## src/shared/vmc_cfg.svh

```systemverilog
`ifndef VMC_CFG_SVH
`define VMC_CFG_SVH
// What this block does
// (RL1) indivisible field 001/010/011/x00 pick request, stretch and hold of the bus
// (RL2) codes 101/110/111 choose behaviour from byte or non-byte first transfer
// (RL3) as slave to single-address indivisible cycle, hold local request while AS asserted
// (RL4) software without indivisible support uses capture-hold release mode around its cycles
// (RL5) request-and-hold mode: local cycle completes only after mastership is obtained
// (RL6) deadlock when requesting for master-want or interrupt-ack while slave select valid
// (RL7) deadlock signals: deadlock alone, with bus error and halt, or error only; the error-only mode drives the error only during an indivisible cycle
// (RL8) deadlock output stays asserted until the causing slave access completes
// (RL9) after deadlock keep requesting; reasserted master-want on held bus runs normally
// (RL10) grant without master-want: busy 90 ns when release-when-done, hold on release-on-request
// (RL11) slave select while master: local bus error, BERR and self-access status bit
// (RL12) size code 00 long, 01 byte, 10 word, 11 three-byte drives LWORD, A01, strobes
// (RL13) narrow port: D16 transfer, no LWORD, swap and isolation enables by size
// (RL14) D16 master cycles acknowledge on the upper port acknowledge line only
// (RL15) 16-bit local processor must assert narrow port on every master transfer
// (RL16) fair mode: do not request until the request level is deasserted
// (RL17) fair timeout expiry abandons fairness and requests immediately
// (RL18) arbitration field 0 no fairness, F no timeout, else 2 us per count
// (RL19) never generate address-only cycles as master; accept them as slave
// (RL20) modifier from size select and function code; select 00 uses source register
// (RL21) source top bit clear drives bits 5:0; set combines bits 5:3 with function code
// (RL22) select 01 gives A32 codes, 11 gives A24 codes, with block variants
`define VMC_SIZ_LONG 2'h0
`define VMC_SIZ_BYTE 2'h1
`define VMC_SIZ_WORD 2'h2
`define VMC_SIZ_TRI 2'h3
`define VMC_ICR_HOLD_ONLY 3'h1
`define VMC_ICR_STR_ONLY 3'h2
`define VMC_ICR_ALL 3'h3
`define VMC_ICR_NB_REQ 3'h5
`define VMC_ICR_B_STR 3'h6
`define VMC_ICR_MIX 3'h7
`define VMC_DL_ONLY 2'h0
`define VMC_DL_ERR_HALT 2'h1
`define VMC_DL_ERR_RMC 2'h2
`define VMC_ARB_OFF 4'h0
`define VMC_ARB_NOTO 4'hF
`define VMC_AS_USER 2'h0
`define VMC_AS_A32 2'h1
`define VMC_AS_A16 2'h2
`define VMC_AS_A24 2'h3
`define VMC_AM_A32 3'h1
`define VMC_AM_A24 3'h7
`define VMC_AM_A16 3'h5
`define VMC_MODIFIER_SOURCE_REGISTER_FC_BIT 7
`define VMC_CLK_NS 10
`define VMC_BBSY_NS 90
`define VMC_BBSY_CYC ((`VMC_BBSY_NS + `VMC_CLK_NS - 1) / `VMC_CLK_NS)
`define VMC_STEP_NS 2000
`define VMC_STEP_CYC (`VMC_STEP_NS / `VMC_CLK_NS)
`define VMC_REL_ROR 2'h0
`define VMC_REL_RWD 2'h1
`define VMC_REL_CAPTURE_HOLD_RELEASE 2'h3
`endif

```

## src/shared/vmc_pkg.sv

```systemverilog
package vmc_pkg;
	typedef enum logic [1:0] {VMC_DL_NONE_T, VMC_DL_ACTIVE, VMC_DL_WAIT} vmc_dl_t;
	typedef enum logic [1:0] {VMC_IDLE, VMC_REQ, VMC_MASTER, VMC_PARK} vmc_bus_t;
	typedef logic [5:0] vmc_am_t;
endpackage : vmc_pkg

```

## src/verilog/vmc_sync.sv

```systemverilog
`timescale 1ns/1ns
// two-flop synchroniser, one per asynchronous pin
module vmc_sync #(
	parameter int W = 1
) (
	input wire logic clk,
	input wire logic rst_n,
	input wire logic [W-1:0] d,
	output logic [W-1:0] q
);
	logic [W-1:0] s1_q;
	logic [W-1:0] s2_q;
	always_ff @(posedge clk or negedge rst_n) begin
		if (!rst_n) begin
			s1_q <= '0;
			s2_q <= '0;
		end else begin
			s1_q <= d;
			s2_q <= s1_q;
		end
	end
	assign q = s2_q;
endmodule : vmc_sync

```

## src/verilog/vmc_master_ctl.sv

```systemverilog
`timescale 1ns/1ns
`include "vmc_cfg.svh"
module vmc_master_ctl #(
	parameter int STEP_CYC = `VMC_STEP_CYC
) (
	// clock and reset
	input wire logic CLOCK,
	input wire logic RST_N,
	// configuration
	input wire logic [2:0] INDIVISIBLE_CONTROL_FIELD,
	input wire logic [1:0] DEADLOCK_MODE,
	input wire logic [1:0] RELEASE_CONTROL_FIELD,
	input wire logic [3:0] ARBITRATION_REQUEST_FIELD,
	input wire logic [7:0] MODIFIER_SOURCE_REGISTER,
	// local master side, active low request, indivisible and narrow port pins
	input wire logic MASTER_WANT_BUS_N,
	input wire logic INTERRUPT_ACK_REQUEST_N,
	input wire logic INDIVISIBLE_CYCLE_IN_N,
	input wire logic NARROW_PORT_N,
	input wire logic [1:0] TRANSFER_SIZE_CODE,
	input wire logic [1:0] LOCAL_ADDR_LOW,
	input wire logic LOCAL_WRITE,
	input wire logic BLOCK_XFER,
	input wire logic [1:0] ADDRESS_SIZE_SELECT,
	input wire logic [1:0] FUNCTION_CODE_IN,
	// vmebus side
	input wire logic BGIN_N,
	input wire logic BR_LEVEL_N,
	input wire logic AS_IN_N,
	input wire logic DTACK_IN_N,
	input wire logic RELEASE_REQ_N,
	input wire logic SLAVE_SELECT_N,
	input wire logic SLAVE_DONE,
	input wire logic SLAVE_INDIVISIBLE,
	// outputs
	output logic BR_N,
	output logic BBSY_N,
	output logic AS_STRETCH,
	output logic [5:0] AM_OUT,
	output logic LWORD_N,
	output logic A01,
	output logic [1:0] DS_N,
	output logic PORT_ACK_UPPER_N,
	output logic PORT_ACK_LOWER_N,
	output logic SWAP_DATA_ENABLE_N,
	output logic ISOLATION_BUFFER_ENABLE_N,
	output logic DEADLOCK_OUT_N,
	output logic LOCAL_BUS_ERROR_OUT_N,
	output logic HALT_N,
	output logic BERR_N,
	output logic LOCAL_BUS_REQUEST_N,
	output logic SELF_ACCESS_STATUS
);
	import vmc_pkg::*;

	////////////////////////////////////////////////////////////////////////////////
	// pin synchronisers
	logic [9:0] raw;
	logic [9:0] syn;
	// pins are inverted ahead of the flops so their reset value of zero reads as idle
	assign raw = ~{MASTER_WANT_BUS_N, INTERRUPT_ACK_REQUEST_N, INDIVISIBLE_CYCLE_IN_N,
		BGIN_N, BR_LEVEL_N, AS_IN_N, DTACK_IN_N, RELEASE_REQ_N, SLAVE_SELECT_N,
		NARROW_PORT_N};
	vmc_sync #(.W(10)) u_sync (
		.clk(CLOCK),
		.rst_n(RST_N),
		.d(raw),
		.q(syn)
	);
	logic mwb;
	logic iack;
	logic rmc;
	logic bg;
	logic lvl_busy;
	logic as_v;
	logic dtack;
	logic rel_req;
	logic ssel;
	logic narrow;
	assign mwb = syn[9];
	assign iack = syn[8];
	assign rmc = syn[7];
	assign bg = syn[6];
	assign lvl_busy = syn[5];
	assign as_v = syn[4];
	assign dtack = syn[3];
	assign rel_req = syn[2];
	assign ssel = syn[1];
	assign narrow = syn[0];

	////////////////////////////////////////////////////////////////////////////////
	// indivisible mode decode
	logic is_byte;
	logic rmc_req;
	logic rmc_str;
	logic rmc_hold;
	assign is_byte = (TRANSFER_SIZE_CODE == `VMC_SIZ_BYTE);
	always_comb begin
		rmc_req = 1'b0;
		rmc_str = 1'b0;
		rmc_hold = 1'b0;
		case (INDIVISIBLE_CONTROL_FIELD)
			`VMC_ICR_HOLD_ONLY: begin
				rmc_req = 1'b1; // [RL1]
				rmc_hold = 1'b1;
			end
			`VMC_ICR_STR_ONLY: begin
				rmc_str = 1'b1; // [RL1]
				rmc_hold = 1'b1;
			end
			`VMC_ICR_ALL: begin
				rmc_req = 1'b1; // [RL1]
				rmc_str = 1'b1;
				rmc_hold = 1'b1;
			end
			`VMC_ICR_NB_REQ: begin
				rmc_req = !is_byte; // [RL2]
				rmc_hold = !is_byte;
			end
			`VMC_ICR_B_STR: begin
				rmc_str = is_byte; // [RL2]
				rmc_hold = is_byte;
			end
			`VMC_ICR_MIX: begin
				rmc_str = is_byte; // [RL2]
				rmc_req = !is_byte;
				rmc_hold = 1'b1;
			end
			default: begin
			end
		endcase
	end

	////////////////////////////////////////////////////////////////////////////////
	// arbitration, fairness and bus ownership
	vmc_bus_t bus_q;
	vmc_bus_t bus_d;
	logic [3:0] steps_q;
	logic [3:0] steps_d;
	logic [$clog2(STEP_CYC+1)-1:0] tick_q;
	logic [$clog2(STEP_CYC+1)-1:0] tick_d;
	logic unfair_q;
	logic unfair_d;
	logic [3:0] bbsy_cnt_q;
	logic [3:0] bbsy_cnt_d;
	logic br_q;
	logic br_d;
	logic bbsy_q;
	logic bbsy_d;
	logic first_q;
	logic first_d;
	logic want;
	logic held;
	logic fair_on;
	logic to_on;
	logic dl_block;
	assign held = (bus_q == VMC_MASTER) || (bus_q == VMC_PARK);
	assign fair_on = (ARBITRATION_REQUEST_FIELD != `VMC_ARB_OFF);
	assign to_on = fair_on && (ARBITRATION_REQUEST_FIELD != `VMC_ARB_NOTO);
	assign want = mwb || iack || (rmc && rmc_req) ||
		(RELEASE_CONTROL_FIELD == `VMC_REL_CAPTURE_HOLD_RELEASE);
	always_comb begin
		bus_d = bus_q;
		steps_d = steps_q;
		tick_d = tick_q;
		unfair_d = unfair_q;
		bbsy_cnt_d = bbsy_cnt_q;
		br_d = 1'b0;
		bbsy_d = bbsy_q;
		first_d = first_q;
		case (bus_q)
			VMC_IDLE: begin
				steps_d = 4'h0;
				tick_d = '0;
				unfair_d = 1'b0;
				if (want || dl_block) begin
					bus_d = VMC_REQ;
				end
			end
			VMC_REQ: begin
				// timeout step counter, at most one step late
				if (to_on && !unfair_q) begin
					if (tick_q == ($clog2(STEP_CYC+1))'(STEP_CYC - 1)) begin
						tick_d = '0;
						steps_d = steps_q + 4'h1;
						if (steps_q + 4'h1 >= ARBITRATION_REQUEST_FIELD) begin
							unfair_d = 1'b1; // [RL17]
						end
					end else begin
						tick_d = tick_q + 1'b1;
					end
				end
				// fair mode waits for the level to clear before asserting
				br_d = br_q || !fair_on || unfair_q || !lvl_busy; // [RL16]
				if (bg && br_q) begin
					bus_d = VMC_MASTER;
					bbsy_d = 1'b1;
					br_d = 1'b0;
					first_d = 1'b1;
					bbsy_cnt_d = 4'h0;
				end
			end
			VMC_MASTER: begin
				first_d = 1'b0;
				if (bbsy_cnt_q != 4'hF) begin
					bbsy_cnt_d = bbsy_cnt_q + 4'h1;
				end
				// grant after deadlock with no renewed want: park on the bus
				if (!want && !(rmc && rmc_hold)) begin
					bus_d = VMC_PARK; // [RL9] [RL10]
				end
			end
			VMC_PARK: begin
				if (bbsy_cnt_q != 4'hF) begin
					bbsy_cnt_d = bbsy_cnt_q + 4'h1;
				end
				if (want) begin
					bus_d = VMC_MASTER; // [RL9]
				end else if (RELEASE_CONTROL_FIELD == `VMC_REL_ROR) begin
					if (rel_req) begin
						bus_d = VMC_IDLE; // [RL10]
						bbsy_d = 1'b0;
					end
				end else if (bbsy_cnt_q >= 4'(`VMC_BBSY_CYC - 1)) begin
					bus_d = VMC_IDLE; // [RL10]
					bbsy_d = 1'b0;
				end
			end
			default: begin
				bus_d = VMC_IDLE;
			end
		endcase
	end
	always_ff @(posedge CLOCK or negedge RST_N) begin
		if (!RST_N) begin
			bus_q <= VMC_IDLE;
			steps_q <= 4'h0;
			tick_q <= '0;
			unfair_q <= 1'b0;
			bbsy_cnt_q <= 4'h0;
			br_q <= 1'b0;
			bbsy_q <= 1'b0;
			first_q <= 1'b0;
		end else begin
			bus_q <= bus_d;
			steps_q <= steps_d;
			tick_q <= tick_d;
			unfair_q <= unfair_d;
			bbsy_cnt_q <= bbsy_cnt_d;
			br_q <= br_d;
			bbsy_q <= bbsy_d;
			first_q <= first_d;
		end
	end

	////////////////////////////////////////////////////////////////////////////////
	// deadlock and self-access
	vmc_dl_t dl_q;
	vmc_dl_t dl_d;
	logic halt_d;
	logic local_bus_error_out_d;
	logic berr_d;
	logic self_d;
	logic self_q;
	logic lbr_d;
	assign dl_block = (dl_q != VMC_DL_NONE_T);
	always_comb begin
		dl_d = dl_q;
		self_d = self_q;
		case (dl_q)
			VMC_DL_NONE_T: begin
				if ((mwb || iack) && (bus_q == VMC_REQ) && ssel) begin
					dl_d = VMC_DL_ACTIVE; // [RL6]
				end
			end
			VMC_DL_ACTIVE: begin
				if (SLAVE_DONE) begin
					dl_d = VMC_DL_NONE_T; // [RL8]
				end
			end
			default: begin
				dl_d = VMC_DL_NONE_T;
			end
		endcase
		// self-access status sets on every slave select while master, cleared only by reset
		if (ssel && held) begin
			self_d = 1'b1; // [RL11]
		end
		local_bus_error_out_d = 1'b0;
		halt_d = 1'b0;
		if (dl_d == VMC_DL_ACTIVE) begin
			case (DEADLOCK_MODE)
				`VMC_DL_ERR_HALT: begin
					local_bus_error_out_d = 1'b1; // [RL7]
					halt_d = 1'b1;
				end
				`VMC_DL_ERR_RMC: begin
					local_bus_error_out_d = rmc; // [RL7]
				end
				default: begin
				end
			endcase
		end
		berr_d = ssel && held;
		if (berr_d) begin
			local_bus_error_out_d = 1'b1; // [RL11]
		end
		// slave request held through the whole indivisible slave cycle
		lbr_d = (ssel && !held) || (SLAVE_INDIVISIBLE && as_v); // [RL3] [RL19]
	end

	////////////////////////////////////////////////////////////////////////////////
	// transfer sizing, port acknowledge and modifiers
	logic lword_d;
	logic a01_d;
	logic [1:0] ds_d;
	logic ack_up_d;
	logic ack_lo_d;
	logic swap_d;
	logic iso_d;
	logic str_d;
	vmc_am_t am_d;
	logic cycle_ok;
	// request-and-hold cycles cannot finish before mastership
	assign cycle_ok = held && dtack && !(rmc && rmc_req && !held); // [RL5]
	always_comb begin
		a01_d = LOCAL_ADDR_LOW[1];
		lword_d = !narrow && ((TRANSFER_SIZE_CODE == `VMC_SIZ_LONG) ||
			(TRANSFER_SIZE_CODE == `VMC_SIZ_TRI) ||
			(TRANSFER_SIZE_CODE == `VMC_SIZ_WORD && LOCAL_ADDR_LOW == 2'h1)); // [RL12] [RL13]
		if (TRANSFER_SIZE_CODE == `VMC_SIZ_WORD && LOCAL_ADDR_LOW == 2'h1) begin
			a01_d = !narrow;
		end
		case (TRANSFER_SIZE_CODE)
			// bit 1 is the even-byte strobe, bit 0 the odd-byte strobe
			`VMC_SIZ_BYTE: ds_d = LOCAL_ADDR_LOW[0] ? 2'h1 : 2'h2; // [RL12]
			`VMC_SIZ_WORD: ds_d = (LOCAL_ADDR_LOW == 2'h3) ? 2'h1 : 2'h3;
			`VMC_SIZ_TRI: ds_d = LOCAL_ADDR_LOW[0] ? 2'h1 : ((LOCAL_ADDR_LOW == 2'h0) ? 2'h2 : 2'h3);
			default: ds_d = LOCAL_ADDR_LOW[0] ? 2'h1 : 2'h3;
		endcase
		if (narrow) begin
			swap_d = 1'b1; // [RL13]
			iso_d = 1'b0;
		end else if (!LOCAL_WRITE) begin
			iso_d = 1'b1;
			case (TRANSFER_SIZE_CODE)
				`VMC_SIZ_BYTE: swap_d = 1'b1; // [RL13]
				`VMC_SIZ_WORD: swap_d = (LOCAL_ADDR_LOW != 2'h1);
				default: swap_d = LOCAL_ADDR_LOW[1];
			endcase
		end else begin
			case (TRANSFER_SIZE_CODE)
				`VMC_SIZ_BYTE: swap_d = !LOCAL_ADDR_LOW[1]; // [RL13]
				`VMC_SIZ_WORD: swap_d = (LOCAL_ADDR_LOW == 2'h0);
				default: swap_d = 1'b0;
			endcase
			// on writes the swap path and the straight path never open together
			iso_d = !swap_d;
		end
		ack_up_d = cycle_ok;
		ack_lo_d = cycle_ok && !narrow; // [RL14]
		str_d = rmc && rmc_str && held;
		case (ADDRESS_SIZE_SELECT)
			`VMC_AS_A32: am_d = BLOCK_XFER ? {`VMC_AM_A32, FUNCTION_CODE_IN[1], 2'h3} :
				{`VMC_AM_A32, FUNCTION_CODE_IN, ~FUNCTION_CODE_IN[0]}; // [RL22]
			`VMC_AS_A24: am_d = BLOCK_XFER ? {`VMC_AM_A24, FUNCTION_CODE_IN[1], 2'h3} :
				{`VMC_AM_A24, FUNCTION_CODE_IN, ~FUNCTION_CODE_IN[0]}; // [RL22]
			`VMC_AS_A16: am_d = {`VMC_AM_A16, FUNCTION_CODE_IN[1], 2'h1};
			default: am_d = MODIFIER_SOURCE_REGISTER[`VMC_MODIFIER_SOURCE_REGISTER_FC_BIT] ?
				{MODIFIER_SOURCE_REGISTER[5:3], FUNCTION_CODE_IN, ~FUNCTION_CODE_IN[0]} :
				MODIFIER_SOURCE_REGISTER[5:0]; // [RL20] [RL21]
		endcase
	end
	always_ff @(posedge CLOCK or negedge RST_N) begin
		if (!RST_N) begin
			dl_q <= VMC_DL_NONE_T;
			self_q <= 1'b0;
			DEADLOCK_OUT_N <= 1'b1;
			LOCAL_BUS_ERROR_OUT_N <= 1'b1;
			HALT_N <= 1'b1;
			BERR_N <= 1'b1;
			LOCAL_BUS_REQUEST_N <= 1'b1;
			BR_N <= 1'b1;
			BBSY_N <= 1'b1;
			AS_STRETCH <= 1'b0;
			AM_OUT <= 6'h00;
			LWORD_N <= 1'b1;
			A01 <= 1'b0;
			DS_N <= 2'h3;
			PORT_ACK_UPPER_N <= 1'b1;
			PORT_ACK_LOWER_N <= 1'b1;
			SWAP_DATA_ENABLE_N <= 1'b1;
			ISOLATION_BUFFER_ENABLE_N <= 1'b1;
			SELF_ACCESS_STATUS <= 1'b0;
		end else begin
			dl_q <= dl_d;
			self_q <= self_d;
			DEADLOCK_OUT_N <= !(dl_d == VMC_DL_ACTIVE); // [RL7]
			LOCAL_BUS_ERROR_OUT_N <= !local_bus_error_out_d;
			HALT_N <= !halt_d;
			BERR_N <= !berr_d;
			LOCAL_BUS_REQUEST_N <= !lbr_d;
			BR_N <= !br_d;
			BBSY_N <= !bbsy_d;
			AS_STRETCH <= str_d;
			AM_OUT <= am_d;
			LWORD_N <= !lword_d;
			A01 <= a01_d;
			DS_N <= ~ds_d;
			PORT_ACK_UPPER_N <= !ack_up_d;
			PORT_ACK_LOWER_N <= !ack_lo_d;
			SWAP_DATA_ENABLE_N <= !swap_d;
			ISOLATION_BUFFER_ENABLE_N <= !iso_d;
			SELF_ACCESS_STATUS <= self_d;
		end
	end

	////////////////////////////////////////////////////////////////////////////////
	// checks
	a_narrow_nolword: assert property (@(posedge CLOCK) disable iff (!RST_N)
		narrow |=> LWORD_N) else $error("lword asserted on narrow port"); // [RL13]
	a_narrow_ack: assert property (@(posedge CLOCK) disable iff (!RST_N)
		narrow |=> PORT_ACK_LOWER_N) else $error("lower ack on narrow port"); // [RL14]
	a_dl_hold: assert property (@(posedge CLOCK) disable iff (!RST_N)
		(dl_q == VMC_DL_ACTIVE && !SLAVE_DONE) |=> !DEADLOCK_OUT_N) else $error("deadlock dropped"); // [RL8]
	a_dl_detect: assert property (@(posedge CLOCK) disable iff (!RST_N)
		(dl_q == VMC_DL_NONE_T && mwb && bus_q == VMC_REQ && ssel) |=> !DEADLOCK_OUT_N)
		else $error("deadlock missed"); // [RL6]
	a_self_berr: assert property (@(posedge CLOCK) disable iff (!RST_N)
		(ssel && held) |=> (!BERR_N && !LOCAL_BUS_ERROR_OUT_N && SELF_ACCESS_STATUS))
		else $error("self access not flagged"); // [RL11]
	a_fair_wait: assert property (@(posedge CLOCK) disable iff (!RST_N)
		(bus_q == VMC_REQ && fair_on && !unfair_q && lvl_busy && !br_q) |=> BR_N)
		else $error("unfair request"); // [RL16]
	a_ack_master: assert property (@(posedge CLOCK) disable iff (!RST_N)
		(!held) |=> PORT_ACK_UPPER_N) else $error("ack without mastership"); // [RL5]
	a_am_user: assert property (@(posedge CLOCK) disable iff (!RST_N)
		(ADDRESS_SIZE_SELECT == `VMC_AS_USER && !MODIFIER_SOURCE_REGISTER[7])
		|=> AM_OUT == $past(MODIFIER_SOURCE_REGISTER[5:0])) else $error("bad user modifier"); // [RL21]
	a_am_a32: assert property (@(posedge CLOCK) disable iff (!RST_N)
		(ADDRESS_SIZE_SELECT == `VMC_AS_A32 && !BLOCK_XFER && FUNCTION_CODE_IN == 2'h0)
		|=> AM_OUT == 6'h09) else $error("bad a32 modifier"); // [RL22]
	a_rmc_stretch: assert property (@(posedge CLOCK) disable iff (!RST_N)
		(INDIVISIBLE_CONTROL_FIELD == `VMC_ICR_HOLD_ONLY) |=> !AS_STRETCH)
		else $error("stretch in hold-only mode"); // [RL1]
	a_ror_hold: assert property (@(posedge CLOCK) disable iff (!RST_N)
		(bus_q == VMC_PARK && RELEASE_CONTROL_FIELD == `VMC_REL_ROR && !rel_req && !want)
		|=> !BBSY_N) else $error("bus released early"); // [RL10]
	c_deadlock: cover property (@(posedge CLOCK) disable iff (!RST_N) !DEADLOCK_OUT_N);
	c_park: cover property (@(posedge CLOCK) disable iff (!RST_N) bus_q == VMC_PARK);
	c_unfair: cover property (@(posedge CLOCK) disable iff (!RST_N) unfair_q);
	c_self: cover property (@(posedge CLOCK) disable iff (!RST_N) SELF_ACCESS_STATUS);
endmodule : vmc_master_ctl

```

## config.mk

```make
export PLATFORM = sky130hd
export DESIGN_NAME = vmc_master_ctl
export DESIGN_NICKNAME = d
export VERILOG_FILES = /design/src/shared/vmc_pkg.sv /design/src/verilog/vmc_sync.sv /design/src/verilog/vmc_master_ctl.sv
export VERILOG_INCLUDE_DIRS = /design/src /design/src/shared
export SDC_FILE = /design/constraint.sdc
export NUM_CORES = 1
export LEC_CHECK = 0
export ABC_CLOCK_PERIOD_IN_PS = 4600
export BUFFER_PORTS_ARGS = -buffer_cell sky130_fd_sc_hd__buf_2
export CELL_PAD_IN_SITES_DETAIL_PLACEMENT = 0
export CELL_PAD_IN_SITES_GLOBAL_PLACEMENT = 1
export CORE_MARGIN = 1.5
export CORE_UTILIZATION = 46
export CTS_BUF_LIST = sky130_fd_sc_hd__clkbuf_2 sky130_fd_sc_hd__clkbuf_4 sky130_fd_sc_hd__clkbuf_8
export DETAILED_ROUTE_END_ITERATION = 6
export GPL_TIMING_DRIVEN = 1
export PLACE_DENSITY_LB_ADDON = 0.1
export SLEW_MARGIN = 0
export SYNTH_ARGS = -nofsm -noshare
export SYNTH_HDL_FRONTEND = slang
export SYNTH_HIERARCHICAL = 1
export SYNTH_SLANG_ARGS = --single-unit
```

## constraint.sdc

```tcl
create_clock -name CLOCK -period 4.6 [get_ports CLOCK]
set_input_delay 0.23 -clock CLOCK [delete_from_list [all_inputs] [get_ports CLOCK]]
set_output_delay 0.23 -clock CLOCK [all_outputs]
set_load 0.05 [all_outputs]
```

# Word level (Yosys, flattened, before mapping)
# Index checks and enable logic that the tools add are counted.
# W data, S select, Z words.
[word_totals] register_bits=66 output_inout_bits=23 wordCells=202 inputBits=43
[op_classes] n_lt_le_gt_ge=2 reduce_logical=73 muxes=59 n_eq_ne=35 bitwise_logic=3 n_addsub=3
[op_table] op="$mux W2" count=15
[op_table] op="$logic_not A1 Y1" count=23
[op_table] op="$mux W1" count=22
[op_table] op="$logic_and A1 B1 Y1" count=19
[op_table] op="$eq A2 B2 Y1 const B" count=9
[op_table] op="$pmux W6 S3" count=1
[op_table] op="$mux W4" count=4
[op_table] op="$mux W8" count=2
[op_table] op="$pmux W4 S2" count=2
[op_table] op="$pmux W8 S2" count=1
[op_table] op="$eq A2 B1 Y1 const B" count=7
[op_table] op="$pmux W1 S2" count=7
[op_table] op="$logic_or A1 B1 Y1" count=11
[op_table] op="$logic_not A2 Y1" count=5
[op_table] op="$ne A2 B2 Y1 const B" count=5
[op_table] op="$not A10 Y10" count=1
[op_table] op="$reduce_or A2 Y1" count=5
[op_table] op="$eq A3 B3 Y1 const B" count=3
[op_table] op="$add A4 B1 Y4 const B" count=2
[op_table] op="$add A8 B1 Y8 const B" count=1
[op_table] op="$eq A8 B8 Y1 const B" count=1
[op_table] op="$ne A4 B4 Y1 const B" count=2
[op_table] op="$pmux W2 S4" count=1
[op_table] op="$eq A3 B2 Y1 const B" count=2
[op_table] op="19 further kinds" count=24

# Logic depth before layout (Yosys ltp)
[logic_depth] ltp_word=10 mapped_depth=7 depth_no_buf=7

# Cells and area by module
# Netlist, hierarchy kept.
[modules_own_cells] module="vmc_master_ctl" seq_area_each_um2=1168.6 n_inst=1 area_per_inst_um2=2398.6 cells_each=250
[modules_own_cells] module="vmc_sync" seq_area_each_um2=500.5 n_inst=1 area_per_inst_um2=500.5 cells_each=20

# Least setup slack after synthesis
# OpenSTA, ideal clock, no wires.
[synth_path] path_type="register -> register" start="reg tick_q[0]" end="reg steps_q[1]" t_required_ns=4.479 synth_period_minus_slack_ns=1.800 path_stages_with_launch=7 slack_ns=2.800 n_path_buf=0 t_arrival_ns=1.679 setup_time_ns=0.121 path_cell_list="dfrtp_1 ha_1 nor4b_1 and4_1 nand2_2 mux2_1 a22o_1"
[synth_between] elab_chain_len=3
[synth_lines] element="from (decl)" line="vmc_master_ctl.sv:140" source="logic [$clog2(STEP_CYC+1)-1:0] tick_q;"
[synth_lines] element="from (signal assigned)" line="vmc_master_ctl.sv:247" source="tick_q <= tick_d;"
[synth_lines] element="$eq A8 B8 Y1" line="vmc_master_ctl.sv:183" source="if (tick_q == ($clog2(STEP_CYC+1))'(STEP_CYC - 1)) begin"
[synth_lines] element="$ne A2 B2 Y1 (no line)"
[synth_lines] element="$reduce_and A3 Y1 (no line)"
[synth_lines] element="to (signal assigned)" line="vmc_master_ctl.sv:246" source="steps_q <= steps_d;"
[synth_lines] element="to (decl)" line="vmc_master_ctl.sv:138" source="logic [3:0] steps_q;"
# No other way between the ends.
# A chain may end at the register's enable or synchronous reset.

# Final worst setup path
[layout_path] start="reg bus_q[1]" end="reg steps_q[1]"
[layout_between] elab_chain_len=3 word_cells_on_any_way=7 classes_between="eq/ne: 3; mux: 1; reduce/logical: 3"
[layout_lines] element="from (decl)" line="vmc_master_ctl.sv:136" source="vmc_bus_t bus_q;"
[layout_lines] element="from (signal assigned)" line="vmc_master_ctl.sv:245" source="bus_q <= bus_d;"
[layout_lines] element="$eq A2 B1 Y1 or $logic_not A2 Y1 (tied branches)" line="vmc_master_ctl.sv:171" source="case (bus_q)"
[layout_lines] element="$ne A2 B2 Y1 (no line) or $reduce_bool A2 Y1 (tied branches)"
[layout_lines] element="$reduce_and A3 Y1 (no line)"
# Parallel ways exist; a longest one is shown, timed or not.

==> out/metrics.yaml <==
drv_cap: 0
async_reset_ff_share_pct: 100
nets: 396
rows: 28
worst-setup-path-type: "flip-flop to flip-flop"
synthMuxAreaShare_pct: 1.17
crit_chain: "nand2b_4 -> nor4_4 -> nand2_2 -> mux2_1 -> a22o_1"
syn_area_um2: 2900
worstReg2RegStart: "bus_q[1]"
start_util_pct: 48.4
wirelength_mm: 5.34
min_from: "BR_LEVEL_N"
synth_compound_area_share_pct: 15.1
via_per_inst: 5.03
insertion_delay_ns: 0.33
antenna_found_initial: 0
holdWs_ns: 0.0223
worstPathRequired_ns: 4.82
cp.arrival_ns: 2.82
r2r_cells: 5
cpMaxStageDelayCell: "nor4_4"
grt_pass1_wl_mm: 8.75
finalSetupTns_ns: 0
clkTransAtPathRegs_ns: 0.08
dp_slack_ns: 1.98
critical_path_buf_inv_count: 0
cts_setup_buffers: 0
leakage_nw: 1.72
crit_fanout: 28
fin_crit_sh_pct: 56.4
synth-seq-cells: 66
status: "complete, no violations"
drtIter0Drc: 64
dpl_cell_area_um2: 3280
hpwl_mm: 3.76
vias: 2108
rsz0062_at_grt: "false"
grt_usage_pct: 17.6
worst_pin_slew_ns: 0.873
drive_above_1_share_pct: 29.9
io_pins: 66
fin_total_pwr_mw: 1.73
area_growth_pct: 21.3
whs_path_depth: 2
antennaDiodeCount: 0
cts_hold_buf: 0
cts.sinks: 66
htreeDepth: 3
timing.rr.end: "steps_q[1]"
dp.cells: 403
crit_family: "simple AND/OR/NAND/NOR gates"
cts_root_buf: "clkbuf_8"
fmax_mhz: 385
synthAdderAreaFrac_pct: 6.04
synth_top_family_by_area: "compound AO/OA/AOI/OAI gates"
yosys.area_share.simple_pct: 13.2
die_w_um: 82.4
yosys.cell_types.count: 47
relSlewSlack_pct: 41.4
drc_errors: 0
fin_util_pct: 58.7
dieArea_um2: 6790
synth_nets: 327
synth-xor-area-share_pct: 1.51
syn_avg_cell_area_um2: 10.7
clock_skew_ns: 0.00791
core_um2: 5990
cts_tree: "yes"
end_kind: "flip-flop"
die_h_um: 82.4
drtPass1Iterations: 4
synth_warnings: 6
grt_remaining_overflow: 0
hold_path_class: "input port to flip-flop"
setup_viol: 0
critPathMaxStageDelay_ns: 0.79
power_density_nw_per_um2: 493
grt_max_degree: 67
clk_path_buf_depth: 2
hold_viol: 0
grt_pass1_vias: 1982
ys.flop_type: "dfrtp_1"
wl_per_cell_um: 12.7
syn_inst: 270
ir_drop_v: 0.000264
drtAntennaViolNets: 0
min_to: "u_sync/s1_q[5]"
post-route-min-period_ns: 2.59
rrSetupSlack_ns: 2.01
layoutNonFillerInstCount: 419
numCtsBuffers: 9
report.final.slew_viol_count: 0
final.setup.worst_slack_ns: 2.01
numPortBuffers: 64
cts_resized: 0
stdcell_area_um2: 3520
cp-start-kind: "flip-flop"
synth_edf_count: 0
synth-seq-area-share_pct: 57.6
routabilityCongestion: 0.756
## worst max path at each step
stage	startpoint	end	slack [ns]	depth (start not counted)
global route	bus_q[1]	steps_q[1]	1.82	5
detailed placement	bus_q[1]	steps_q[1]	1.98	5
floorplan	tick_q[0]	steps_q[1]	2.80	6
CTS	bus_q[1]	steps_q[1]	1.97	5
global placement	bus_q[1]	steps_q[1]	2.01	5
finish	bus_q[1]	steps_q[1]	2.01	5
## kinds of logic (layout without fill, tap and decap cells)
family | count (synthesis) | after routing
adder cells (fa/ha/maj) | 14 | 14
XOR/XNOR | 5 | 5
flip-flops | 66 | 66
AO/OA/AOI/OAI | 68 | 68
other | 1 | 1
AND/OR/NAND/NOR | 75 | 75
buffers and inverters | 38 | 112
multiplexers | 3 | 3
## cell usage in the layout, fill, tap and decap left out, types with 4 or more instances in the layout
cell	synthesis	final
nor3_1	4	4
a21oi_1	19	19
dfrtp_1	52	52
clkbuf_8	0	11
o21ai_0	13	13
nor2_1	18	18
nand3_1	8	8
dfstp_2	14	14
and3_1	4	4
a31oi_1	8	8
ha_1	14	14
nand2_1	25	25
buf_2	3	64
inv_1	31	31
a22o_1	4	4
## worst reg2reg max path, delay by kind of cell (launching register included)
family             cells  cell delay [ns]
AOI/OAI and AO/OA      1             0.17
DFF                    1             0.69
muxes                  1             0.35
and+or+nand+nor        3             1.27
## cell usage after synthesis (4+ instances only)
| master | instances | area, um2 |
|---|---|---|
| a21oi_1 | 19 | 95.1 |
| dfrtp_1 | 52 | 1300 |
| a22o_1 | 4 | 35.0 |
| nand3_1 | 8 | 40.0 |
| ha_1 | 14 | 175 |
| o21ai_0 | 13 | 65.1 |
| a31oi_1 | 8 | 50.1 |
| and3_1 | 4 | 25.0 |
| nand2_1 | 25 | 93.8 |
| dfstp_2 | 14 | 368 |
| nor2_1 | 18 | 67.6 |
| inv_1 | 31 | 116 |
| nor3_1 | 4 | 20.0 |
## per-layer routing
metal	share of wire (%)	up-vias	track usage (%)
li1	-	1075	-
met1	49	984	22.7
met2	46	45	27.1
met3	4.8	4	4.29
met4	0.79	0	9.49
met5	0	-	0
## registers in the layout, indices dropped and copies added, names as in the netlist, 2 cells and up, named ones only
register / flops
AM_OUT: 6
DS_N: 2
bbsy_cnt_q: 4
bus_q: 2
dl_q: 2
steps_q: 4
tick_q: 8
u_sync/q: 10
u_sync/s1_q: 10
## layout make-up
class	instances	area, um2
flip-flops and latches	66	1670
clock inverters	4	75.1
multi-input cells	166	1080
repair buffers	65	328
fillers	513	2470
clock buffers	12	159
well taps	75	93.8
inverters	31	116
## report_power, final
part / internal (mW) / switching, mW
Clock: 0.341 / 0.218
Sequential: 0.673 / 0.117
Combinational: 0.141 / 0.244
Total: 1.16 / 0.579
Power figures use the tool's default switching activity.
